### src/inc/qdec_regs.vh
// register map, fields and constants of the quadrature decoder
// Behaviour
// two channels, each 8-bit up/down counter
// inputs sampled on sample timer ticks
// sample tick at most half clk_sys
// channel inputs from upper or lower nibble
// in-phase odd bit, quadrature even bit
// enable/disable never causes a count
// filter rejects pulses under two samples
// timer fast enough: transitions sampled apart
// interrupt on zero crossing either direction
// flags set with interrupt; read clears both
// bit 7: channel 2 wrapped 0xff to 0x00
// bit 6: channel 2 wrapped 0x00 to 0xff
// bit 3: channel 1 wrapped 0xff to 0x00
// bit 2: channel 1 wrapped 0x00 to 0xff
// bits 5 and 1 read zero
// write 1 bit 4 clears channel 2
// write 1 bit 0 clears channel 1
// control bits 7:6 select channel 2 inputs
// control bits 3:2 select channel 1 inputs
// control bits 1:0 interrupt priority, 0 off
// count registers read counter values
// gray step counts up or down by one
// level passed after two equal samples
`ifndef QDEC_REGS_VH
`define QDEC_REGS_VH

// register indices; byte address is four times the index
`define QD_IDX_CSR        10'h090
`define QD_IDX_CTRL       10'h091
`define QD_IDX_CNT1       10'h094
`define QD_IDX_CNT2       10'h096
`define QD_IDX_TIMER      10'h098

// status/reset register fields
`define QD_CSR_CH2_UP     7
`define QD_CSR_CH2_DN     6
`define QD_CSR_CH2_CLR    4
`define QD_CSR_CH1_UP     3
`define QD_CSR_CH1_DN     2
`define QD_CSR_CH1_CLR    0

// control register fields
`define QD_CTRL_CH2_HI    7
`define QD_CTRL_CH2_LO    6
`define QD_CTRL_CH1_HI    3
`define QD_CTRL_CH1_LO    2
`define QD_CTRL_PRIO_HI   1
`define QD_CTRL_PRIO_LO   0
`define QD_CTRL_MASK      8'hcf

// port bit positions for each selection
`define QD_CH1_LO_I       1
`define QD_CH1_LO_Q       0
`define QD_CH1_HI_I       5
`define QD_CH1_HI_Q       4
`define QD_CH2_LO_I       3
`define QD_CH2_LO_Q       2
`define QD_CH2_HI_I       7
`define QD_CH2_HI_Q       6

// reset values and limits
`define QD_CTRL_RST       8'h00
`define QD_TIMER_RST      8'h01
`define QD_TIMER_MIN      8'h01
`define QD_CNT_ZERO       8'h00
`define QD_CNT_ONE        8'h01
`define QD_CNT_FULL       8'hff

`endif

### src/design/qdec_channel.v
// one decoder channel: two-sample filter, gray decode, 8-bit counter
`timescale 1ns/1ps
`include "qdec_regs.vh"
module qdec_channel #(
	parameter CNT_W = 8
) (
	input  wire             clk_sys,
	input  wire             rst_n,
	input  wire             tick,
	input  wire             enable,
	input  wire             resync,
	input  wire             i_in,
	input  wire             q_in,
	input  wire             clr,
	output reg  [CNT_W-1:0] count_r,
	output reg              up_wrap_r,
	output reg              dn_wrap_r,
	output reg              up_zero_r
);
	reg  [1:0] samp_r;
	reg  [1:0] filt_r;
	reg        sync_pend_r;
	wire [1:0] raw      = {i_in, q_in};
	wire       stable   = (raw == samp_r);
	wire [1:0] diff     = stable ? (raw ^ filt_r) : 2'b00;
	wire       one_step = (diff == 2'b01) || (diff == 2'b10);
	wire       go_up    = raw[1] ^ filt_r[0];
	wire       step     = tick && enable && !sync_pend_r && one_step;
	wire [CNT_W-1:0] zero_v = {CNT_W{1'b0}};
	wire [CNT_W-1:0] full_v = {CNT_W{1'b1}};
	wire [CNT_W-1:0] one_v  = {{(CNT_W-1){1'b0}}, 1'b1};

	always @(posedge clk_sys or negedge rst_n) begin
		if (!rst_n) begin
			samp_r      <= 2'b00;
			filt_r      <= 2'b00;
			sync_pend_r <= 1'b1;
			count_r     <= {CNT_W{1'b0}};
			up_wrap_r   <= 1'b0;
			dn_wrap_r   <= 1'b0;
			up_zero_r   <= 1'b0;
		end else begin
			up_wrap_r <= 1'b0;
			dn_wrap_r <= 1'b0;
			up_zero_r <= 1'b0;
			if (tick)
				samp_r <= raw;
			// disabled or reselected: relearn level without counting
			if (!enable || resync)
				sync_pend_r <= 1'b1;
			else if (tick && stable && sync_pend_r) begin
				filt_r      <= raw;
				sync_pend_r <= 1'b0;
			end else if (tick && stable)
				filt_r <= raw;
			if (clr)
				count_r <= zero_v;
			else if (step && go_up) begin
				count_r   <= count_r + one_v;
				up_wrap_r <= (count_r == full_v);
				up_zero_r <= (count_r == zero_v);
			end else if (step) begin
				count_r   <= count_r - one_v;
				dn_wrap_r <= (count_r == zero_v);
			end
		end
	end
endmodule // qdec_channel

### src/design/qdec_top.v
// two-channel quadrature decoder with apb register slave
`timescale 1ns/1ps
`include "qdec_regs.vh"
module qdec_top #(
	parameter CNT_W = 8
) (
	input  wire        clk_sys,
	input  wire        rst_n,
	input  wire        psel,
	input  wire        penable,
	input  wire        pwrite,
	input  wire [11:0] paddr,
	input  wire [31:0] pwdata,
	input  wire [3:0]  pstrb,
	output reg  [31:0] prdata,
	output reg         pready,
	output reg         pslverr,
	input  wire [7:0]  port_in,
	output reg         qd_irq_r,
	output reg  [1:0]  qd_irq_prio_r
);
	// apb decode
	wire [9:0] idx       = paddr[11:2];
	wire       hit_csr   = (idx == `QD_IDX_CSR);
	wire       hit_ctrl  = (idx == `QD_IDX_CTRL);
	wire       hit_cnt1  = (idx == `QD_IDX_CNT1);
	wire       hit_cnt2  = (idx == `QD_IDX_CNT2);
	wire       hit_timer = (idx == `QD_IDX_TIMER);
	wire       mapped    = hit_csr | hit_ctrl | hit_cnt1 | hit_cnt2 |
	                       hit_timer;
	wire       access    = psel && penable;
	// completion edge: access phase with pready already high
	wire       done      = access && pready;
	wire       wr_done   = done && pwrite && mapped && pstrb[0];
	wire       rd_csr    = done && !pwrite && hit_csr;

	reg  [7:0] ctrl_r;
	reg  [7:0] timer_reload_r;
	reg  [7:0] timer_cnt_r;
	reg        tick_r;
	reg  [3:0] flags_r;
	reg  [3:0] flags_seen_r;
	reg        irq_pend_r;
	reg        irq_seen_r;
	reg        resync1_r;
	reg        resync2_r;

	wire [CNT_W-1:0] cnt1;
	wire [CNT_W-1:0] cnt2;
	wire             ch1_up;
	wire             ch1_dn;
	wire             ch1_z;
	wire             ch2_up;
	wire             ch2_dn;
	wire             ch2_z;

	// channel input routing
	wire ch1_en = ctrl_r[`QD_CTRL_CH1_HI];
	wire ch2_en = ctrl_r[`QD_CTRL_CH2_HI];
	wire ch1_i  = ctrl_r[`QD_CTRL_CH1_LO] ? port_in[`QD_CH1_HI_I]
	                                      : port_in[`QD_CH1_LO_I];
	wire ch1_q  = ctrl_r[`QD_CTRL_CH1_LO] ? port_in[`QD_CH1_HI_Q]
	                                      : port_in[`QD_CH1_LO_Q];
	wire ch2_i  = ctrl_r[`QD_CTRL_CH2_LO] ? port_in[`QD_CH2_HI_I]
	                                      : port_in[`QD_CH2_LO_I];
	wire ch2_q  = ctrl_r[`QD_CTRL_CH2_LO] ? port_in[`QD_CH2_HI_Q]
	                                      : port_in[`QD_CH2_LO_Q];

	wire clr1 = wr_done && hit_csr && pwdata[`QD_CSR_CH1_CLR];
	wire clr2 = wr_done && hit_csr && pwdata[`QD_CSR_CH2_CLR];

	// events in status bit order {ch2 up, ch2 dn, ch1 up, ch1 dn}
	wire [3:0] ev_flags = {ch2_up, ch2_dn, ch1_up, ch1_dn};
	wire       ev_any   = |ev_flags | ch1_z | ch2_z;

	wire [7:0] csr_view;
	assign csr_view = {flags_r[3], flags_r[2], 1'b0, 1'b0,
	                   flags_r[1], flags_r[0], 1'b0, 1'b0};

	reg [31:0] rd_mux;
	always @* begin
		rd_mux = 32'h0000_0000;
		if (hit_csr)
			rd_mux = {24'h000000, csr_view};
		else if (hit_ctrl)
			rd_mux = {24'h000000, ctrl_r};
		else if (hit_cnt1)
			rd_mux = {24'h000000, cnt1};
		else if (hit_cnt2)
			rd_mux = {24'h000000, cnt2};
		else if (hit_timer)
			rd_mux = {24'h000000, timer_reload_r};
	end

	// apb slave: one wait state, answer registered
	always @(posedge clk_sys or negedge rst_n) begin
		if (!rst_n) begin
			pready       <= 1'b0;
			prdata       <= 32'h0000_0000;
			pslverr      <= 1'b0;
			flags_seen_r <= 4'h0;
			irq_seen_r   <= 1'b0;
		end else begin
			pready  <= access && !pready;
			pslverr <= access && !pready && !mapped;
			if (access && !pready) begin
				prdata       <= pwrite ? 32'h0000_0000 : rd_mux;
				flags_seen_r <= (!pwrite && hit_csr) ? flags_r : 4'h0;
				irq_seen_r   <= !pwrite && hit_csr && irq_pend_r;
			end
		end
	end

	// control, sample timer reload
	always @(posedge clk_sys or negedge rst_n) begin
		if (!rst_n) begin
			ctrl_r         <= `QD_CTRL_RST;
			timer_reload_r <= `QD_TIMER_RST;
			resync1_r      <= 1'b0;
			resync2_r      <= 1'b0;
		end else begin
			resync1_r <= 1'b0;
			resync2_r <= 1'b0;
			if (wr_done && hit_ctrl) begin
				ctrl_r    <= pwdata[7:0] & `QD_CTRL_MASK;
				// nibble swap must relearn the level, not count it
				resync1_r <= (pwdata[`QD_CTRL_CH1_LO] !=
				              ctrl_r[`QD_CTRL_CH1_LO]);
				resync2_r <= (pwdata[`QD_CTRL_CH2_LO] !=
				              ctrl_r[`QD_CTRL_CH2_LO]);
			end
			if (wr_done && hit_timer)
				timer_reload_r <= (pwdata[7:0] < `QD_TIMER_MIN) ?
				                  `QD_TIMER_MIN : pwdata[7:0];
		end
	end

	// sample clock timer: one tick every reload+1 cycles
	always @(posedge clk_sys or negedge rst_n) begin
		if (!rst_n) begin
			timer_cnt_r <= `QD_TIMER_RST;
			tick_r      <= 1'b0;
		end else if (timer_cnt_r == 8'h00) begin
			timer_cnt_r <= timer_reload_r;
			tick_r      <= 1'b1;
		end else begin
			timer_cnt_r <= timer_cnt_r - 8'h01;
			tick_r      <= 1'b0;
		end
	end

	// sticky flags: set wins over clear-on-read
	always @(posedge clk_sys or negedge rst_n) begin
		if (!rst_n) begin
			flags_r       <= 4'h0;
			irq_pend_r    <= 1'b0;
			qd_irq_r      <= 1'b0;
			qd_irq_prio_r <= 2'b00;
		end else begin
			if (rd_csr)
				flags_r <= (flags_r & ~flags_seen_r) | ev_flags;
			else
				flags_r <= flags_r | ev_flags;
			if (rd_csr && irq_seen_r && !ev_any)
				irq_pend_r <= 1'b0;
			else if (ev_any)
				irq_pend_r <= 1'b1;
			qd_irq_r      <= irq_pend_r &&
			                 (ctrl_r[`QD_CTRL_PRIO_HI:`QD_CTRL_PRIO_LO]
			                  != 2'b00);
			qd_irq_prio_r <= ctrl_r[`QD_CTRL_PRIO_HI:`QD_CTRL_PRIO_LO];
		end
	end

	qdec_channel #(
		.CNT_W (CNT_W)
	) u_ch1 (
		.clk_sys   (clk_sys),
		.rst_n     (rst_n),
		.tick      (tick_r),
		.enable    (ch1_en),
		.resync    (resync1_r),
		.i_in      (ch1_i),
		.q_in      (ch1_q),
		.clr       (clr1),
		.count_r   (cnt1),
		.up_wrap_r (ch1_up),
		.dn_wrap_r (ch1_dn),
		.up_zero_r (ch1_z)
	);

	qdec_channel #(
		.CNT_W (CNT_W)
	) u_ch2 (
		.clk_sys   (clk_sys),
		.rst_n     (rst_n),
		.tick      (tick_r),
		.enable    (ch2_en),
		.resync    (resync2_r),
		.i_in      (ch2_i),
		.q_in      (ch2_q),
		.clr       (clr2),
		.count_r   (cnt2),
		.up_wrap_r (ch2_up),
		.dn_wrap_r (ch2_dn),
		.up_zero_r (ch2_z)
	);
endmodule // qdec_top

### config.mk
export PLATFORM = sky130hd
export DESIGN_NAME = qdec_top
export DESIGN_NICKNAME = d
export VERILOG_FILES = /design/src/design/qdec_channel.v /design/src/design/qdec_top.v
export VERILOG_INCLUDE_DIRS = /design/src /design/src/inc
export SDC_FILE = /design/constraint.sdc
export NUM_CORES = 1
export LEC_CHECK = 0
export ABC_CLOCK_PERIOD_IN_PS = 3700
export BUFFER_PORTS_ARGS = -buffer_cell sky130_fd_sc_hd__buf_4
export CAP_MARGIN = 20
export CELL_PAD_IN_SITES_DETAIL_PLACEMENT = 1
export CELL_PAD_IN_SITES_GLOBAL_PLACEMENT = 1
export CORE_UTILIZATION = 42
export CTS_CLUSTER_DIAMETER = 40
export DETAILED_ROUTE_END_ITERATION = 8
export HOLD_SLACK_MARGIN = 0.08
export PLACE_DENSITY_LB_ADDON = 0.08
export SYNTH_ARGS = -nofsm -noshare
export SYNTH_HDL_FRONTEND = slang
export SYNTH_SLANG_ARGS = --single-unit
### constraint.sdc
create_clock -name clk_sys -period 3.7 [get_ports clk_sys]
set_input_delay 0.185 -clock clk_sys [delete_from_list [all_inputs] [get_ports clk_sys]]
set_output_delay 0.185 -clock clk_sys [all_outputs]
set_load 0.05 [all_outputs]
### Yosys cells after proc, flatten, opt, wreduce, memory -nomap -nowiden

Cells that the tools add are included.

* bits in registers: 104
* word-level logic and storage cells: 172

* magnitude comparators: 1
* mux-type cells: 49
* reduce and logical (&&, ||, !) cells: 57
* equality and inequality tests: 15
* $add $sub $neg: 5
* bitwise logic cells: 16

Operators with widths (number)
* $mux W32: 3
* $mux W8: 11
* $eq A10 B8 Y1 const B: 5
* $logic_and A1 B1 Y1: 31
* $mux W1: 27
* $logic_not A8 Y1: 3
* $sub A8 B1 Y8 const B: 3
* $add A8 B1 Y8 const B: 2
* $eq A8 B8 Y1 const B: 2
* $mux W2: 6
* $reduce_bool A2 Y1: 6
* $logic_not A1 Y1: 8
* $lt A8 B1 Y1 const B: 1
* $mux W4: 2
* $or A4 B4 Y4: 2
* $or A1 B1 Y1: 6
* $reduce_bool A3 Y1: 2
* $and A4 B4 Y4: 1
* $eq A2 B1 Y1 const B: 2
* $eq A2 B2 Y1: 2
* $eq A2 B2 Y1 const B: 2
* $logic_or A1 B1 Y1: 4
* $not A4 Y4: 1
* $reduce_and A2 Y1: 2
* 5 further kinds: 9

### Depth between registers and ports, before layout

Gate-level depths: netlist (run 1).

* depth in word-level cells: 10
* depth in mapped cells: 12
* gate-level depth less buffers: 11

### By module

A second synthesis (run 1) with hierarchy kept.

* cells, all modules: 454
* area total of the unflattened synthesis: 4650.7 µm²

By module, submodules not included
* qdec_top: instances 1, area each 2596.2 µm², cells each 246
* qdec_channel: instances 2, area each 1027.2 µm², cells each 104

### Worst setup path before layout (run 1)

OpenSTA, ideal clock, no wires.

* path kind: reg-to-reg
* start point: register ctrl_r[2]
* end point: register u_ch1.count_r[7]
* setup slack: 0.765 ns
* clock period less this slack: 2.935 ns
* arrival time: 2.856 ns
* library setup time: 0.079 ns
* data required time: 3.621 ns
* cell stages (with the launch flop): 12
* cells stage by stage: dfrtp_1 > buf_6 > mux2i_4 > xnor2_2 > nor4b_4 > nand3_1 > ha_1 > a211oi_1 > o21ai_0 > a21o_1 > a211oi_2 > mux2i_1

* word-level cells in the longest chain between the ends: 9
* elaborated cells on any way between the ends: 14
* classes of those cells: eq/ne: 3; mux: 5; bitwise: 2; reduce/logical: 4

Ends and longest elaborated chain
* from (decl): line qdec_top.v:37 `reg [7:0] ctrl_r;`
* from (signal assigned): line qdec_top.v:117 `` ctrl_r <= `QD_CTRL_RST; ``
* from (signal assigned): line qdec_top.v:125 `` ctrl_r <= pwdata[7:0] & `QD_CTRL_MASK; ``
* $mux W1, on equally long branches: line qdec_top.v:62, qdec_top.v:60
* $eq A2 B2 Y1 or $xor A2 B2 Y2 (tied branches): line qdec_channel.v:24, qdec_channel.v:25
* $mux W2: line qdec_channel.v:25 `wire [1:0] diff = stable ? (raw ^ filt_r) : 2'b00;`
* $eq A2 B1 Y1 or $eq A2 B2 Y1 (tied branches): line qdec_channel.v:26 `wire one_step = (diff == 2'b01) || (diff == 2'b10);`
* $logic_or A1 B1 Y1: line qdec_channel.v:26
* $logic_and A1 B1 Y1: line qdec_channel.v:28 `wire step = tick && enable && !sync_pend_r && one_step;`
* $logic_and A1 B1 Y1: line qdec_channel.v:58 `else if (step && go_up) begin`
* $mux W8: line qdec_channel.v:58
* $mux W8: line qdec_channel.v:56 `if (clr)`
* to (signal assigned): line qdec_channel.v:57 `count_r <= zero_v;`
* to (signal assigned): line qdec_channel.v:59 `count_r <= count_r + one_v;`
* to (signal assigned): line qdec_channel.v:63 `count_r <= count_r - one_v;`
* to (decl): line qdec_channel.v:15 `output reg [CNT_W-1:0] count_r,`

Several ways; a longest one is shown, not always the timed one.
A chain may end at the register's enable or synchronous reset.

### Final worst setup path (run 1)

* start point: register ctrl_r[6]
* end point: register u_ch2.count_r[7]

* word-level cells in the longest chain between the ends: 9
* elaborated cells on any way between the ends: 14
* classes of those cells: eq/ne: 3; mux: 5; bitwise: 2; reduce/logical: 4

Ends and longest elaborated chain (line)
* $mux W1, on equally long branches: qdec_top.v:66, qdec_top.v:64
* $eq A2 B2 Y1 or $xor A2 B2 Y2 (tied branches): qdec_channel.v:24, qdec_channel.v:25
* $mux W2: qdec_channel.v:25
* $eq A2 B1 Y1 or $eq A2 B2 Y1 (tied branches): qdec_channel.v:26
* $logic_or A1 B1 Y1: qdec_channel.v:26
* $logic_and A1 B1 Y1: qdec_channel.v:28
* $logic_and A1 B1 Y1: qdec_channel.v:58
* $mux W8: qdec_channel.v:58
* $mux W8: qdec_channel.v:56
* to (signal assigned): qdec_channel.v:57
* to (signal assigned): qdec_channel.v:59
* to (signal assigned): qdec_channel.v:63
* to (decl): qdec_channel.v:15

Several ways; a longest one is shown, not always the timed one.

==> impl_results.md, run 1 <==
- Element type at the critical path end: flop
- Maximum fanout count along the critical path: 9
- Vias after detailed routing: around 3800
- Switching power: ~700 uW
- Die Y: between 100 and 150 um
- Final setup violating endpoints: 0
- Worst hold path class: in2reg
- Placer's final routability congestion estimate: between 0.8 and 0.9
- Yosys reg bits: 80
- CTS Buf Count: 9
- Total congestion overflow: 0
- Sw Share: 0.339
- Part of the power in the clock network: 0.293
- Width of the die: ~110 um
- Status: finished, final reports clean
- Post-place instance area: just over 0.005 mm2
- Post-route minimum period: 3.30 ns
- FILL cells: around 1200
- Path type of the worst setup path: reg2reg
- CTS sink cnt: 80
- Ys async rst share: 1.00
- CP arrival: between 3 and 4 ns
- Distinct cell type count of the synthesized netlist: 64
- DPL Wire Length: a little over 9000 um
- Largest voltage drop on the vdd net: 0.247 mV
- Wire length of the first global-routing pass: around 20000 um
- Cell at the root of the clock tree: clkbuf_8
- Share of Yosys cell area claimed by the top area cell type: 0.402
- Vias in the first global route: roughly 3800
- Number of enable flip-flop cells after synthesis: 0
- Avg Synthesized Cell Area: just under 10 um2
- Iteration-0 DRC count of the detailed router: about 200
- DRT Pass-1 Iters: 4
- Post-layout nets: 608
- Data required time at the worst endpoint: between 3 and 4 ns
- Relative area change from synthesis to final layout: 13.9%
- Remaining antenna violation count: 0
- Cell area after layout: between 0.005 and 0.006 mm2
- Initial cell density of the core: 0.434
- I/O pin cnt: slightly below 100
- Clock-pin slew of the registers on the worst-case setup and hold paths: ~0.090 ns
- Final-layout setup total negative slack: 0 ns
- Floorplan die area: approximately 0.012 mm2
- DR WL/cell: 18.1 um
- Count of warnings emitted by yosys: 0
- Layout cells sized above 1: 0.196
- Pins Over Slew Limit: 0
- Crit start category: flop
- Global Route Usage Sum: 0.226
- Max Clk Rate: 0.303 GHz
- Pin count of the biggest net entering global routing: 81
- Relative max-transition margin: 0.480
- Cells taking the most area after synthesis: dfrtp_1 (40%), o21ai_0 (4.7%), mux2_2 (4.0%), buf_4 (4.0%), ha_1 (3.7%)
- H-tree level count: 3
- Number of antenna cells inserted: 0
- Number of maximum-capacitance constraint violations: 0
- Total wirelength of the detailed-routed design: around 12000 um
- Dominant register cell in the synthesized netlist: dfrtp_1
- Yosys top cell by area: dfrtp_1
- Sequential fraction of the synthesis area: 0.424
- Pwr Density: 383 mW/mm2
- Internal power: about 1400 uW
- Maximum root-to-sink buffer count: 2
- Area of the mapped netlist: roughly 0.0047 mm2
- Layout Skew: about 0.014 ns
- Number of port buffers: 44
- Number of core rows: 38
- Average via count per standard cell: approximately 5.6
- Standard cell core area: between 0.01 and 0.015 mm2
- Number of instances in the synthesized netlist: 477
- Power share of the combinational group: 0.212
- Remaining design rule violation count: 0
- LEAKAGE: roughly 0.0024 uW
- Skew-Pair Late Insertion Delay: approximately 0.36 ns
- Antenna violations before repair: 0
- TritonCTS clock tree: done
- Final period util: 0.891
- RSZ-0062 raised after global routing: false
- Share of total power in sequential cells: 0.496
- Least-Margin Pin Slew: around 0.77 ns
- Final count of hold timing violations: 0
-- layout make-up --
class,instances,area [um2],area share
Clock buffer,9,124,0.0230
Tap cell,140,175,0.0325
Sequential cell,80,2010,0.373
Multi-Input combinational cell,369,2520,0.468
Clock inverter,7,55.1,0.0102
Inverter,16,60.1,0.0112
Timing Repair Buffer,55,445,0.0827
-- final timing paths --
check	startpoint	endpoint	slack (ns)	cells past startpoint
setup / recovery	ctrl_r[6]	u_ch2.count_r[7]	0.40	10
hold / removal	pwdata[1]	ctrl_r[1]	0.09	2
setup reg to reg	ctrl_r[6]	u_ch2.count_r[7]	0.40	10
hold reg to reg	ctrl_r[1]	qd_irq_prio_r[1]	0.44	0
max in group asynchronous	rst_n	u_ch2.sync_pend_r	2.90	3
min in group asynchronous	rst_n	timer_cnt_r[7]	0.18	2
-- synth_stat cells (5+ instances only) --
| library cell | instances |
|---|---|
| nor2_1 | 25 |
| nand2_1 | 35 |
| o21ai_0 | 44 |
| clkbuf_1 | 7 |
| xnor2_1 | 11 |
| buf_4 | 25 |
| nor4_1 | 11 |
| nand3_1 | 16 |
| a21o_1 | 7 |
| o31ai_1 | 6 |
| a21oi_1 | 25 |
| mux2i_1 | 13 |
| nor3_1 | 13 |
| o21a_1 | 5 |
| nand2b_1 | 10 |
| dfrtp_1 | 76 |
| ha_1 | 14 |
| inv_1 | 16 |
| mux2_2 | 17 |
| nand4_1 | 9 |
| a22o_1 | 8 |
-- sequential cells by signal, summed over array words and instances (netlist names), 4 cells and up --
register / cells
prdata: 8
timer_reload_r: 8
u_ch1.count_r: 8
timer_cnt_r: 8
ctrl_r: 6
flags_seen_r: 4
flags_r: 4
u_ch2.count_r: 8
-- power by group through the flow --
| stage | Clock, uW | Combinational, uW | Sequential [uW] |
|---|---|---|---|
| finish | 603 | 436 | 1020 |
| CTS | 620 | 434 | 1020 |
| global placement | 0 | 409 | 1030 |
| global route | 651 | 489 | 1030 |
| detailed placement | 0 | 427 | 1040 |
| floorplan | 0 | 321 | 1020 |
-- per-layer routing --
layer / up-vias / wire, um / global-route usage
met2: 67 / 5770 / 0.366
met4: 0 / 261 / 0.0910
met3: 17 / 341 / 0.0217
met5: - / 0 / 0
met1: 1890 / 5860 / 0.311
li1: 1820 / - / -
-- critical path, stage by stage (launching register included) --
cell and delay, ns:
dfrtp_1 0.54, mux2i_1 0.35, and2b_1 0.23, mux2i_1 0.10, or4b_4 0.58, ha_1 0.36
o21ai_0 0.29, o21ai_0 0.16, and3_1 0.21, o211a_1 0.24, mux2i_1 0.12
-- timing repair --
item,in CTS,in global routing
hold buffers,5,0
setup endpoints to repair,0,1
hold endpoints to repair,81,0
setup buffers,0,0
resized for setup,0,1
-- cell usage in the layout (no fill, tap or decap), types with 8 or more instances in the layout --
| cell | count |
|---|---|
| o21ai_0 | 44 |
| xnor2_1 | 11 |
| nand2b_1 | 10 |
| nand2_1 | 35 |
| nor3_1 | 13 |
| a21oi_1 | 25 |
| mux2_2 | 17 |
| nor2_1 | 25 |
| clkbuf_8 | 9 |
| nand3_1 | 15 |
| a22o_1 | 8 |
| dfrtp_1 | 76 |
| inv_1 | 16 |
| conb_1 | 24 |
| buf_4 | 49 |
| nor4_1 | 11 |
| nand4_1 | 9 |
| mux2i_1 | 13 |
| ha_1 | 14 |
-- through the flow --
step | worst slack (ns) | hold WS, ns | total power (uW) | utilization | instances
final | 0.403 | 0.0932 | 2060 | 0.494 | 676
after global routing | 0.174 | 0.0841 | 2170 | 0.494 | 676
after detailed placement | 0.288 | 0.431 | 1470 | 0.470 | 654
after floorplan | 0.765 | -0.111 | 1350 | - | 500
after CTS | 0.240 | 0.0811 | 2080 | 0.491 | 675
after global placement | 0.353 | 0.412 | 1440 | 0.470 | 654
-- cell families (layout without fill, tap and decap cells) --
| logic type | count (synthesis) | in the layout | share of synthesized area |
|---|---|---|---|
| AO/OA/AOI/OAI | 125 | 125 | 0.169 |
| XOR/XNOR | 17 | 17 | 0.0360 |
| adder cells (fa/ha/maj) | 16 | 16 | 0.0455 |
| buffers and inverters | 51 | 87 | 0.0625 |
| flip-flops | 80 | 80 | 0.424 |
| multiplexers | 32 | 32 | 0.0775 |
| other | 1 | 24 | 0.000793 |
| AND/OR/NAND/NOR | 155 | 155 | 0.185 |
(Power assumes the default switching activity.)
==> run 2: changes to the inputs <==
Settings changed: CORE_ASPECT_RATIO set to 1.2.
==> run 2 against run 1 <==
Wire length up 2.2%. Critical path depth stayed put. Register-to-register slack worse by 0.10 ns. First-iteration DRC count down 21%. Via count is 0.21% lower. Critical endpoint is now u_ch1.count_r[7].
==> impl_results.md, run 2 (synthesis gave the netlist of run 1 again) <==
- Status: finished, final reports clean (unchanged)
- Skew-Pair Late Insertion Delay: 0.35 ns (was 0.36 ns)
- Internal reg-to-reg setup slack: 0.30 ns (was 0.40 ns)
- TritonCTS clock tree: done (unchanged)
- Placer's final routability congestion estimate: 0.860 (was 0.829)
- Floorplan die area: 0.0117 mm2 (about the same)
- Most frequent cells in the layout: dfrtp_1 (76), buf_4 (49), o21ai_0 (44) (unchanged)
- Least-Margin Pin Slew: 0.789 ns (was 0.770 ns)
- Path type of the worst setup path: reg2reg (unchanged)
- Total congestion overflow: 0 (unchanged)
- Depth of the worst register-to-register path: 10 (unchanged)
- Met3 capacity usage during global routing: 0.0278 (was 0.0217)
- Number of core rows: 42 (was 38)
- Total wirelength of the detailed-routed design: 12500 um (was 12200 um)
- Crit start category: flop (unchanged)
- Clock-pin slew of the registers on the worst-case setup and hold paths: 0.06 ns (was 0.09 ns)
- Pin count of the biggest net entering global routing: 81 (unchanged)
- Setup bufs post-CTS: 0 (unchanged)
- Most common cell after layout, fill and taps aside: dfrtp_1 (unchanged)
- LEAKAGE: 0.00244 uW (was 0.00241 uW)
- Vias after detailed routing: 3786 (was 3794)
- Remaining antenna violation count: 0 (unchanged)
- DPL Wire Length: 9270 um (was 9190 um)
- DR WL/cell: 18.8 um (was 18.1 um)
- Busiest metal layer after global routing: met2 (unchanged)
- Standard cell core area: 0.0110 mm2 (was 0.0109 mm2)
- Data required time at the worst endpoint: 3.97 ns (was 3.95 ns)
- Number of maximum-capacitance constraint violations: 0 (unchanged)
- Final setup violating endpoints: 0 (unchanged)
- RSZ-0062 raised after global routing: false (unchanged)
- Worst hold path class: in2reg (unchanged)
- Combined buffer and inverter count along the critical path: 0 (unchanged)
- Final Power: 2320 uW (was 2060 uW)
- Pwr Density: 426 mW/mm2 (was 383 mW/mm2)
- Max Clk Rate: 0.294 GHz (was 0.303 GHz)
- M1 GR Usage: 0.284 (was 0.311)
- Start of the worst register-to-register path: ctrl_r[2] (was ctrl_r[6])
- Antenna violations before repair: 0 (unchanged)
- Die Y: 118 um (was 108 um)
- CP arrival: 3.67 ns (was 3.55 ns)
- Initial cell density of the core: 0.431 (was 0.434)
- Number of port buffers: 44 (unchanged)
- Maximum fanout count along the critical path: 7 (was 9)
- Post-route minimum period: 3.40 ns (was 3.30 ns)
- DRT Pass-1 Iters: 4 (unchanged)
- Maximum root-to-sink buffer count: 2 (unchanged)
- Final count of hold timing violations: 0 (unchanged)
- Average via count per standard cell: 5.69 (was 5.61)
- Post-layout nets: 605 (was 608)
- Relative max-transition margin: 0.469 (was 0.480)
- Remaining design rule violation count: 0 (unchanged)
- Layout Skew: 0.00603 ns (was 0.0135 ns)
- Width of the die: 98.9 um (was 108 um)
- Final period util: 0.919 (was 0.891)
- Slowest cell on the critical path: dfrtp_1 (was or4b_4)
- Iteration-0 DRC count of the detailed router: 156 (was 197)
- Worst setup startpoint: ctrl_r[2] (was ctrl_r[6])
- Element type at the critical path end: flop (unchanged)
- Vias in the first global route: 4033 (was 3822)
- Critical-path cell list: mux2i_4 > xnor2_1 > mux2_2 > nand3_1 > ha_1 > a211oi_1 > o21ai_0 > a21o_1 > a211oi_2 > mux2i_1 (was mux2i_1 > and2b_1 > mux2i_1 > or4b_4 > ha_1 > o21ai_0 > o21ai_0 > and3_1 > o211a_1 > mux2i_1)
- Final-layout setup total negative slack: 0 ns (unchanged)
- Kind of cell adding the most delay to the critical path: multiplexers (was simple AND/OR/NAND/NOR gates)
- Delay of the slowest cell on the worst path: 0.59 ns (was 0.58 ns)
- Cell at the root of the clock tree: clkbuf_16 (was clkbuf_8)
- H-tree level count: 3 (unchanged)
- Total number of cells along the worst setup path: 10 (unchanged)
- Worst reg2reg endpoint: u_ch1.count_r[7] (was u_ch2.count_r[7])
- Largest voltage drop on the vdd net: 0.187 mV (was 0.247 mV)
- Layout cells sized above 1: 0.193 (was 0.196)
- Relative area change from synthesis to final layout: 15.2% (was 13.9%)
- Worst Hold Margin: 0.0889 ns (was 0.0932 ns)
- Pre-CTS setup slack: 0.252 ns (was 0.288 ns)
- Post-route worst setup slack: 0.301 ns (was 0.403 ns)
- Met2 track demand over resource: 0.394 (was 0.366)
- Pins Over Slew Limit: 0 (unchanged)
- Global Route Usage Sum: 0.230 (was 0.226)
- Wire length of the first global-routing pass: 20700 um (was 20100 um)
- CTS Buf Count: 9 (unchanged)
- I/O pin cnt: 98 (unchanged)
- Number of antenna cells inserted: 0 (unchanged)
- Critical path destination: u_ch1.count_r[7] (was u_ch2.count_r[7])
- CTS sink cnt: 80 (unchanged)
-- run 2: cell type report --
cell class	count	area, um2
Timing Repair Buffer	52	415
Tap cell	132	165
Clock inverter	4	28.8
Fill cell	1274	5540
Sequential cell	80	2010
Multi-Input combinational cell	369	2510
Inverter	16	60.1
Clock buffer	12	256
-- run 2: worst min path at each step --
stage                          from                end  slack [ns]  cells past startpoint
after floorplan               rst_n          ctrl_r[0]       -0.11                      0
after global routing      pwdata[3]  timer_reload_r[3]        0.09                      2
after global placement    ctrl_r[0]   qd_irq_prio_r[0]        0.41                      0
after CTS                 pwdata[3]  timer_reload_r[3]        0.09                      2
after detailed placement  ctrl_r[0]   qd_irq_prio_r[0]        0.41                      0
final                     pwdata[3]  timer_reload_r[3]        0.09                      2
-- run 2: report_power, final --
| group | internal, uW | switching, uW | total (uW) |
|---|---|---|---|
| combinational | 160 | 269 | 429 |
| sequential | 952 | 74.7 | 1030 |
| clock | 492 | 375 | 866 |
-- run 2: through the flow --
stage          std cells  instance area (um2)   util
6_report             665                 5450  0.496
2_1_floorplan        500                 4810      -
4_1_cts              664                 5420  0.493
3_3_place_gp         646                 5110  0.465
5_1_grt              665                 5450  0.496
3_5_place_dp         646                 5110  0.465
-- run 2: per-layer routing --
layer | share of wire | up-vias
met3 | 0.024 | 23
met1 | 0.43 | 1889
li1 | - | 1808
met2 | 0.51 | 66
met5 | 0 | -
met4 | 0.030 | 0
-- run 2: timing repair --
item / in CTS / in global routing
hold buffers: 2 / 0
gates resized for setup: 0 / 0
hold endpoints to repair: 42 / 0
==> run 3: changes to the inputs <==
Settings changed: HOLD_SLACK_MARGIN 0.08 to 0.12.
==> run 3 against run 2 <==
Clock skew hardly changed. Non-clock buffer count is 6 higher. Wire length is 0.89% higher. Register-to-register slack hardly changed. Largest cell class unchanged.
==> impl_results.md, run 3 (synthesis gave the netlist of run 1 again) <==
- Cell at the root of the clock tree: clkbuf_16 (unchanged)
- Iteration-0 DRC count of the detailed router: 153 (was 156)
- RSZ-0062 raised after global routing: false (unchanged)
- Register area: 0.00201 mm2 (unchanged)
- Slowest cell on the critical path: dfrtp_1 (unchanged)
- Worst hold path endpoint: pslverr (was timer_reload_r[3])
- LEAKAGE: 0.00247 uW (was 0.00244 uW)
- Largest voltage drop on the vdd net: 0.187 mV (about the same)
- Vias in the first global route: 4075 (was 4033)
- Total congestion overflow: 0 (unchanged)
- CTS Buf Count: 9 (unchanged)
- Pin count of the biggest net entering global routing: 81 (unchanged)
- Number of core rows: 42 (unchanged)
- Setup bufs post-CTS: 0 (unchanged)
- Width of the die: 98.9 um (unchanged)
- Post-route minimum period: 3.39 ns (was 3.40 ns)
- Internal reg-to-reg setup slack: 0.31 ns (was 0.30 ns)
- Maximum fanout count along the critical path: 7 (unchanged)
- Vias after detailed routing: 3807 (was 3786)
- DR WL/cell: 18.8 um (about the same)
- Start of the worst register-to-register path: ctrl_r[2] (unchanged)
- Standard cell core area: 0.0110 mm2 (unchanged)
- Clock-pin slew of the registers on the worst-case setup and hold paths: 0.06 ns (about the same)
- Die Y: 118 um (unchanged)
- Placer's final routability congestion estimate: 0.860 (unchanged)
- Pins Over Slew Limit: 0 (unchanged)
- Wire length on met1: 5450 um (was 5400 um)
- Layout cells sized above 1: 0.191 (was 0.193)
- Remaining design rule violation count: 0 (unchanged)
- Crit start category: flop (unchanged)
- Remaining antenna violation count: 0 (unchanged)
- Number of maximum-capacitance constraint violations: 0 (unchanged)
- Relative max-transition margin: 0.458 (was 0.469)
- Number of antenna cells inserted: 0 (unchanged)
- Skew-Pair Late Insertion Delay: 0.35 ns (about the same)
- FILL cells: 1273 (was 1274)
- Critical-path cell list: mux2i_4 > xnor2_1 > mux2_2 > nand3_1 > ha_1 > a211oi_1 > o21ai_0 > a21o_1 > a211oi_2 > mux2i_1 (unchanged)
- Maximum root-to-sink buffer count: 2 (unchanged)
- Final count of hold timing violations: 0 (unchanged)
- Path type of the worst setup path: reg2reg (unchanged)
- Post-route worst setup slack: 0.309 ns (was 0.301 ns)
- Total area of multi-input combinational cells: 0.00251 mm2 (unchanged)
- Layout Skew: 0.00597 ns (was 0.00603 ns)
- Final-layout setup total negative slack: 0 ns (unchanged)
- Worst hold path class: in2reg (unchanged)
- Worst reg2reg endpoint: u_ch1.count_r[7] (unchanged)
- TritonCTS clock tree: done (unchanged)
- Average via count per standard cell: 5.67 (was 5.69)
- Top routing layer in use: met4 (unchanged)
- CTS sink cnt: 80 (unchanged)
- Met3 routed WL: 285 um (was 302 um)
- Initial cell density of the core: 0.431 (unchanged)
- Element type at the critical path end: flop (unchanged)
- I/O pin cnt: 98 (unchanged)
- CP arrival: 3.66 ns (was 3.67 ns)
- Delay of the slowest cell on the worst path: 0.58 ns (was 0.59 ns)
- Max Clk Rate: 0.295 GHz (was 0.294 GHz)
- Data required time at the worst endpoint: 3.97 ns (about the same)
- Floorplan die area: 0.0117 mm2 (unchanged)
- Pwr Density: 423 mW/mm2 (was 426 mW/mm2)
- Wire length of the first global-routing pass: 20800 um (was 20700 um)
- Number of port buffers: 44 (unchanged)
- Global Route Usage Sum: 0.232 (was 0.230)
- Most common cell after layout, fill and taps aside: dfrtp_1 (unchanged)
- DRT Pass-1 Iters: 4 (unchanged)
- Status: finished, final reports clean (unchanged)
- Most frequent cells in the layout: dfrtp_1 (76), buf_4 (49), o21ai_0 (44) (unchanged)
- Total wirelength of the detailed-routed design: 12600 um (was 12500 um)
- Total met2 wirelength after detailed routing: 6490 um (was 6410 um)
- Depth of the worst register-to-register path: 10 (unchanged)
- Final setup violating endpoints: 0 (unchanged)
- Final period util: 0.916 (was 0.919)
- Final Power: 2330 uW (was 2320 uW)
- H-tree level count: 3 (unchanged)
- Least-Margin Pin Slew: 0.806 ns (was 0.789 ns)
- Post-layout nets: 611 (was 605)
- Cell depth of the worst min-delay path: 3 (was 2)
- Antenna violations before repair: 0 (unchanged)
- Relative area change from synthesis to final layout: 16.4% (was 15.2%)
- Total of cells resized after clock tree synthesis: 0 (unchanged)
- DPL Wire Length: 9270 um (unchanged)
- Launch point of the worst hold path: paddr[10] (was pwdata[3])
- Pre-CTS setup slack: 0.252 ns (unchanged)
==> run 3: changes by cell type in the layout (fill, tap and decap cells not counted), sizes merged <==
cell         change
dlygate4sd3      +6
==> run 3: what timing repair did <==
action | CTS | global route
hold buffers | 8 | 0
endpoints found under the hold margin | 86 | 0
setup endpoints to repair | 0 | 0
==> run 3: worst max-delay path by stage <==
stage / startpoint / cells past startpoint / slack [ns] / end
after floorplan: ctrl_r[2] / 11 / 0.76 / u_ch1.count_r[7]
after global placement: ctrl_r[2] / 10 / 0.29 / u_ch1.count_r[7]
after detailed placement: ctrl_r[2] / 10 / 0.25 / u_ch1.count_r[7]
after CTS: ctrl_r[2] / 10 / 0.24 / u_ch1.count_r[7]
after global routing: ctrl_r[2] / 10 / 0.11 / u_ch1.count_r[7]
final: ctrl_r[2] / 10 / 0.31 / u_ch1.count_r[7]
==> run 3: final cells by class <==
class / count / share of cell area
multi-input cells: 369 / 0.456
flip-flops and latches: 80 / 0.365
repair buffers: 58 / 0.0864
clock buffers: 12 / 0.0466
well taps: 132 / 0.0300
inverters: 16 / 0.0109
clock inverters: 4 / 0.00523
==> run 3: worst max-delay path: cells and delay by family (launching register included) <==
kind | cells | cell delay, ns
XOR/XNOR | 1 | 0.20
flip-flops | 1 | 0.58
multiplexers | 3 | 1.03
AND/OR/NAND/NOR | 1 | 0.26
AO/OA/AOI/OAI | 4 | 0.94
adder cells (fa/ha/maj) | 1 | 0.31
==> run 3: through the flow <==
stage | cell area (um2) | std cells | hold WS (ns) | utilization
after floorplan | 4810 | 500 | -0.111 | -
after global placement | 5110 | 646 | 0.413 | 0.465
after detailed placement | 5110 | 646 | 0.410 | 0.465
after CTS | 5480 | 670 | 0.140 | 0.499
after global routing | 5510 | 671 | 0.157 | 0.501
final | 5510 | 671 | 0.143 | 0.501
==> run 3: layer usage <==
layer,up-vias,GRT usage
met5,-,0
met4,0,0.112
met3,23,0.0272
met2,65,0.399
met1,1898,0.286
li1,1821,-
==> run 3: where the power goes <==
part	switching (uW)	internal [uW]
Combinational	270	164
Sequential	74.8	952
Clock	376	492
